File: config.mk
export PLATFORM = sky130hd
export DESIGN_NAME = low_power_mode_controller
export DESIGN_NICKNAME = d
export VERILOG_FILES = /design/src/verilog/low_power_mode_controller.v /design/src/verilog/lpm_wake_qual.v
export VERILOG_INCLUDE_DIRS = /design/src /design/src/verilog
export SDC_FILE = /design/constraint.sdc
export NUM_CORES = 1
export LEC_CHECK = 0
export ABC_AREA = 1
export BUFFER_PORTS_ARGS = -buffer_cell sky130_fd_sc_hd__buf_2
export CORE_MARGIN = 8
export CORE_UTILIZATION = 48
export CTS_CLUSTER_DIAMETER = 100
export CTS_CLUSTER_SIZE = 28
export DETAILED_ROUTE_END_ITERATION = 10
export MAX_ROUTING_LAYER = met4
export PLACE_DENSITY = 0.83
export SYNTH_ARGS = -nofsm -noshare
export SYNTH_HDL_FRONTEND = slang
export SYNTH_SLANG_ARGS = --single-unit
File: constraint.sdc
create_clock -name I_CLK -period 4.6 [get_ports I_CLK]
set_input_delay 1.15 -clock I_CLK [delete_from_list [all_inputs] [get_ports I_CLK]]
set_output_delay 1.15 -clock I_CLK [all_outputs]
set_load 0.05 [all_outputs]
File: src/verilog/lpm_map.vh
// Constants of the low-power mode controller.
`ifndef LPM_MAP_VH
`define LPM_MAP_VH
`define MODE_RUN        2'h0
`define MODE_SLEEP      2'h1
`define MODE_DEEP       2'h2
`define MODE_STANDBY    2'h3
`define BOOT_FLASH      2'h0
`define BOOT_SYSMEM     2'h1
`define BOOT_SRAM       2'h2
`define CLKSEL_RC8M     2'h0
`define NUM_EXT_LINES   16
`define RST_HOLD_CYCLES 4'h4
`endif

File: src/verilog/low_power_mode_controller.v
// Low-power mode controller: sleep, deep-sleep, standby, resets and boot select.
// Functional notes
// - Sleep gates only core clock; any event wakes. Code wakes sleep only on I_ANY_IRQ or a deep-sleep wake source.
// - Deep-sleep stops core clocks, fast oscillators, PLL.
// - Deep-sleep keeps SRAM and register contents.
// - Deep-sleep exits on any external-line wake event.
// - Deep-sleep exit selects internal 8 MHz RC.
// - Standby powers off core domain and regulator.
// - Standby exits on four sources only.
// - System reset covers core and all peripherals.
// - Hold reset while supply below threshold.
// - Low supply raises early warning interrupt.
// - Boot pin sampled at startup selects boot.
`include "lpm_map.vh"
`default_nettype none
module low_power_mode_controller #(
	parameter N_LINES = `NUM_EXT_LINES
) (
	input  wire               I_CLK,
	input  wire               I_RST,
	input  wire               I_MODE_REQ,
	input  wire [1:0]         I_MODE_SEL,
	input  wire               I_ANY_IRQ,
	input  wire [N_LINES-1:0] I_EXT_LINES,
	input  wire               I_RTC_ALARM,
	input  wire               I_RTC_TAMPER,
	input  wire               I_RTC_STAMP,
	input  wire               I_CMP_OUT,
	input  wire               I_LVD_OUT,
	input  wire               I_UART_WAKE,
	input  wire               I_EXT_RESET_PIN_N,
	input  wire               I_WDOG_RESET,
	input  wire               I_WAKEUP_PIN,
	input  wire               I_SUPPLY_LOW,
	input  wire [1:0]         I_BOOT_PIN,
	output reg  [1:0]         O_MODE,
	output reg                O_CORE_CLK_EN,
	output reg                O_PERIPH_CLK_EN,
	output reg                O_RC8M_EN,
	output reg                O_XTAL_EN,
	output reg                O_PLL_EN,
	output reg                O_CORE_PWR_EN,
	output reg                O_REGULATOR_EN,
	output reg                O_RETAIN,
	output reg                O_CLKSEL_FORCE_RC,
	output reg                O_SYS_RESET,
	output reg                O_LVD_IRQ,
	output reg  [1:0]         O_BOOT_SEL
);
	wire       deep_wake;
	wire       standby_wake;
	reg  [1:0] nxt_mode;
	reg        boot_done_ff;
	reg  [3:0] rst_cnt_ff;

	lpm_wake_qual #(
		.N_LINES(N_LINES)
	) u_wake (
		.i_clk            (I_CLK),
		.i_rst            (I_RST),
		.i_ext_lines      (I_EXT_LINES),
		.i_rtc_alarm      (I_RTC_ALARM),
		.i_rtc_tamper     (I_RTC_TAMPER),
		.i_rtc_stamp      (I_RTC_STAMP),
		.i_cmp_out        (I_CMP_OUT),
		.i_lvd_out        (I_LVD_OUT),
		.i_uart_wake      (I_UART_WAKE),
		.i_ext_reset_pin_n(I_EXT_RESET_PIN_N),
		.i_wdog_reset     (I_WDOG_RESET),
		.i_wakeup_pin     (I_WAKEUP_PIN),
		.o_deep_wake      (deep_wake),
		.o_standby_wake   (standby_wake)
	);

	always @* begin
		nxt_mode = O_MODE;
		case (O_MODE)
			`MODE_RUN: begin
				if (I_MODE_REQ && I_MODE_SEL != `MODE_RUN)
					nxt_mode = I_MODE_SEL;
			end
			`MODE_SLEEP: begin
				if (I_ANY_IRQ || deep_wake)
					nxt_mode = `MODE_RUN;
			end
			`MODE_DEEP: begin
				if (I_ANY_IRQ || deep_wake)
					nxt_mode = `MODE_RUN;
			end
			`MODE_STANDBY: begin
				if (standby_wake)
					nxt_mode = `MODE_RUN;
			end
			default: nxt_mode = `MODE_RUN;
		endcase
	end

	always @(posedge I_CLK) begin
		if (I_RST) begin
			O_MODE            <= `MODE_RUN;
			O_CORE_CLK_EN     <= 1'b0;
			O_PERIPH_CLK_EN   <= 1'b0;
			O_RC8M_EN         <= 1'b1;
			O_XTAL_EN         <= 1'b0;
			O_PLL_EN          <= 1'b0;
			O_CORE_PWR_EN     <= 1'b1;
			O_REGULATOR_EN    <= 1'b1;
			O_RETAIN          <= 1'b0;
			O_CLKSEL_FORCE_RC <= 1'b0;
			O_SYS_RESET       <= 1'b1;
			O_LVD_IRQ         <= 1'b0;
			O_BOOT_SEL        <= `BOOT_FLASH;
			boot_done_ff      <= 1'b0;
			rst_cnt_ff        <= `RST_HOLD_CYCLES;
		end else begin
			// The warning follows the detector level so software sees it as long as the supply stays low.
			O_LVD_IRQ <= I_LVD_OUT;
			// Reset is held while supply is low or after standby, then released after a short count.
			if (I_SUPPLY_LOW || (O_MODE == `MODE_STANDBY && nxt_mode == `MODE_RUN))
				rst_cnt_ff <= `RST_HOLD_CYCLES;
			else if (rst_cnt_ff != 4'h0)
				rst_cnt_ff <= rst_cnt_ff - 4'h1;
			O_SYS_RESET <= I_SUPPLY_LOW || (rst_cnt_ff != 4'h0);
			// The boot source is latched once, at the first edge with a good supply, and then kept.
			if (!boot_done_ff && !I_SUPPLY_LOW) begin
				boot_done_ff <= 1'b1;
				case (I_BOOT_PIN)
					2'h1:    O_BOOT_SEL <= `BOOT_SYSMEM;
					2'h2:    O_BOOT_SEL <= `BOOT_SRAM;
					default: O_BOOT_SEL <= `BOOT_FLASH;
				endcase
			end
			O_MODE <= nxt_mode;
			// The forced RC select marks the first run cycle after deep-sleep so the clock mux leaves the
			// stopped fast sources alone; it clears by itself at the next edge that stays in run.
			if (O_MODE == `MODE_DEEP && nxt_mode == `MODE_RUN)
				O_CLKSEL_FORCE_RC <= 1'b1;
			else if (nxt_mode == `MODE_RUN && O_MODE == `MODE_RUN)
				O_CLKSEL_FORCE_RC <= 1'b0;
			case (nxt_mode)
				`MODE_SLEEP: begin
					O_CORE_CLK_EN   <= 1'b0;
					O_PERIPH_CLK_EN <= 1'b1;
					O_RC8M_EN       <= 1'b1;
					O_XTAL_EN       <= 1'b1;
					O_PLL_EN        <= 1'b1;
					O_CORE_PWR_EN   <= 1'b1;
					O_REGULATOR_EN  <= 1'b1;
					O_RETAIN        <= 1'b0;
				end
				`MODE_DEEP: begin
					O_CORE_CLK_EN   <= 1'b0;
					O_PERIPH_CLK_EN <= 1'b0;
					O_RC8M_EN       <= 1'b0;
					O_XTAL_EN       <= 1'b0;
					O_PLL_EN        <= 1'b0;
					O_CORE_PWR_EN   <= 1'b1;
					O_REGULATOR_EN  <= 1'b1;
					O_RETAIN        <= 1'b1;
				end
				`MODE_STANDBY: begin
					O_CORE_CLK_EN   <= 1'b0;
					O_PERIPH_CLK_EN <= 1'b0;
					O_RC8M_EN       <= 1'b0;
					O_XTAL_EN       <= 1'b0;
					O_PLL_EN        <= 1'b0;
					O_CORE_PWR_EN   <= 1'b0;
					O_REGULATOR_EN  <= 1'b0;
					O_RETAIN        <= 1'b0;
				end
				default: begin
					O_CORE_CLK_EN   <= 1'b1;
					O_PERIPH_CLK_EN <= 1'b1;
					O_RC8M_EN       <= 1'b1;
					O_XTAL_EN       <= 1'b1;
					O_PLL_EN        <= 1'b1;
					O_CORE_PWR_EN   <= 1'b1;
					O_REGULATOR_EN  <= 1'b1;
					O_RETAIN        <= 1'b0;
				end
			endcase
		end
	end
endmodule // low_power_mode_controller
`default_nettype wire

File: src/verilog/lpm_wake_qual.v
// Wake-source qualifier for deep-sleep and standby exit.
`include "lpm_map.vh"
`default_nettype none
module lpm_wake_qual #(
	parameter N_LINES = `NUM_EXT_LINES
) (
	input  wire               i_clk,
	input  wire               i_rst,
	input  wire [N_LINES-1:0] i_ext_lines,
	input  wire               i_rtc_alarm,
	input  wire               i_rtc_tamper,
	input  wire               i_rtc_stamp,
	input  wire               i_cmp_out,
	input  wire               i_lvd_out,
	input  wire               i_uart_wake,
	input  wire               i_ext_reset_pin_n,
	input  wire               i_wdog_reset,
	input  wire               i_wakeup_pin,
	output wire               o_deep_wake,
	output wire               o_standby_wake
);
	reg wakeup_pin_ff;

	// The edge detector resets high so that a pin already high at release is not taken as an edge.

	always @(posedge i_clk) begin
		if (i_rst)
			wakeup_pin_ff <= 1'b1;
		else
			wakeup_pin_ff <= i_wakeup_pin;
	end

	assign o_deep_wake = (|i_ext_lines) | i_rtc_alarm | i_rtc_tamper | i_rtc_stamp
		| i_cmp_out | i_lvd_out | i_uart_wake;
	// Only these four sources leave standby; the pin needs a rising edge.
	assign o_standby_wake = ~i_ext_reset_pin_n | i_rtc_alarm | i_wdog_reset
		| (i_wakeup_pin & ~wakeup_pin_ff);
endmodule // lpm_wake_qual
`default_nettype wire
==> results.cfg <==
[outcome]
status = finished, final reports clean

[grt]
grt_overflow = 0
track_usage = 0.139
grt_max_degree = 11
grt_pass1_wl_mm = 4.07
grt_pass1_vias = 1004
antenna_found_initial = 0

[clock_network]
root_buffer = clkbuf_4
hold_buffers = 0
cts_resized = 0
clockBufferDepth = 2
cts_made_buffers = 3
htreeDepth = 1
clock_latency_ns = 0.28
cts.sinks = 18
tritoncts = yes
path_clk_slew_ns = 0.09
cts_setup_buffers = 0

[synthesis]
yosys-top-cells-area = dfxtp_1 (36%), nor2_1 (14%), nand2_1 (9.7%), inv_1 (8.2%), ha_1 (7.4%)
netlist_area_um2 = 1010
synth_area_leader_cell = dfxtp_1
ys_seq_area_frac = 0.356
syn_inst = 149
synth_edf_count = 0
yosys-top-cells-count = nor2_1 (37), nand2_1 (26), inv_1 (22), dfxtp_1 (18), nand3_1 (7)
synthFlopType = dfxtp_1
synth_most_common_cell = nor2_1
ys_ff_latch = 18
ys_warn_count = 0
async_reset_ff_frac = 0
synth_fp_nets = 189
syn_area_per_cell_um2 = 6.79
synthDistinctLibCells = 24
synth_top_area_share = 0.356

[timing]
maxSlewViolCount = 0
period_share = 0.480
maxSlewHeadroom = 0.774
hold_slack_ns = 0.481
setup_viol = 0
fin_crit_ns = 2.21
finalSetupTns_ns = 0
worst_pin_slew_ns = 0.338
hold_viol = 0
rsz0062_at_grt = false
skew_ns = 0.00109
fmax_mhz = 453

[place]
dp_hpwl_mm = 2.09
io_buffers = 48
routabilityCongestion = 0.805

[pwr]
ir_drop_v = 0.000269
pwr-share-comb = 0.303
power-per-cell-area_nw_per_um2 = 294
switching_share = 0.335
p_leak_nw = 0.698
internal-power_mw = 0.253
p_switching_mw = 0.128
p_seq_frac = 0.455
clkPwrFrac = 0.242

[layout]
num_antenna_cells = 0
regMostFlops = rst_cnt_ff
fin_util = 0.653
syn_to_final_growth_pct = 28.1
num-fill-cells = 183
final_layout_size_suffix_gt1_frac = 0.315
nets = 238
reg_top3 = rst_cnt_ff x4, O_BOOT_SEL x2, O_MODE x2
largest_reg_flops = 4

[route]
first_pass_iters = 4
drt-initial-drc-count = 23
detail-route-antenna-nets = 0
drcViolationCount = 0
num_vias = 1025
wl_per_cell_um = 10.8
avgViaCountPerCell = 4.58
routed_wl_mm = 2.41

[die]
core-area_um2 = 1980
start_util = 0.510
io_pins = 49
die_y_um = 61.9
dieArea_um2 = 3830
die_width_um = 61.9
num_rows = 16

[critical_path]
max_stage_delay_ns = 0.46
cp-end-kind = primary output
critical_path_class = reg -> out
cpMaxStageDelayCell = dfxtp_1
crit_family = flip-flops
arrival_ns = 1.06
start_kind = register
path_cells = buf_2
cp_max_fo = 7
crit_buf_inv = 1
required_ns = 3.45

[flow_run]
drv_cap = 0

[worst_hold_path]
hold_path.class = reg -> reg
[logic make-up after synthesis]
logic type,after synthesis,synth area share
buf+inv,26,0.108
flops,18,0.356
fa+ha+maj,6,0.0743
xor+xnor,2,0.0173
compound gates,9,0.0507
simple gates,88,0.394
[power groups by stage]
stage / logic (mW) / registers, mW / clock network, mW
4_1_cts: 0.116 / 0.174 / 0.0954
5_1_grt: 0.127 / 0.175 / 0.102
2_1_floorplan: 0.0585 / 0.201 / 0
3_3_place_gp: 0.113 / 0.176 / 0
3_5_place_dp: 0.115 / 0.177 / 0
6_report: 0.115 / 0.173 / 0.0922
[tightest hold or removal path, stage by stage, from the launching register on]
cell	delay, ns
dfxtp_1	0.32
o21ai_0	0.06
a21oi_1	0.06
[cell usage in the layout, fill, tap and decap left out, drive strengths merged]
cell,netlist,layout
nor3,4,4
xor2,1,1
nand2,28,28
o211a,1,1
xnor2,1,1
o21ai,5,5
or2,3,3
inv,22,22
nand3,9,9
ha,6,6
nand3b,1,1
nand4,3,3
buf,3,48
clkbuf,1,4
dfxtp,18,18
nor2,40,40
a21oi,2,2
a31oi,1,1
[layer usage]
metal  wire length [um]  up-vias  GRT usage
met5                  0        -          -
met2               1240       28      0.233
li1                   -      551          -
met3                110        0     0.0391
met1               1060      446      0.165
met4                  0        0     0.0162
[worst paths after layout]
path / slack (ns) / cells after the start / to / startpoint
max reg2reg: 2.87 / 11 / O_CLKSEL_FORCE_RC$_SDFFE_PP0P_ / O_MODE[1]$_SDFF_PP0_
max: 2.39 / 1 / O_MODE[1] / O_MODE[1]$_SDFF_PP0_
min reg2reg: 0.48 / 2 / O_BOOT_SEL[1]$_SDFFE_PP0P_ / O_BOOT_SEL[1]$_SDFFE_PP0P_
min: 0.48 / 2 / O_BOOT_SEL[1]$_SDFFE_PP0P_ / O_BOOT_SEL[1]$_SDFFE_PP0P_
[through the flow]
step           instances  total power [mW]  instance area, um2  setup WS, ns
2_1_floorplan        149             0.260                1010          2.54
3_3_place_gp         220             0.290                1260          2.40
3_5_place_dp         220             0.292                1260          2.37
4_1_cts              224             0.385                1290          2.38
5_1_grt              224             0.404                1290          2.32
6_report             224             0.381                1290          2.39
[layout make-up]
cell class	instances	area (um2)	area share
clock buffer	4	36.3	0.0280
inverter	22	82.6	0.0638
tap	27	33.8	0.0261
timing repair buffer	48	240	0.186
sequential	18	360	0.278
multi-input combinational	105	542	0.418
(Power assumes the default switching activity.)
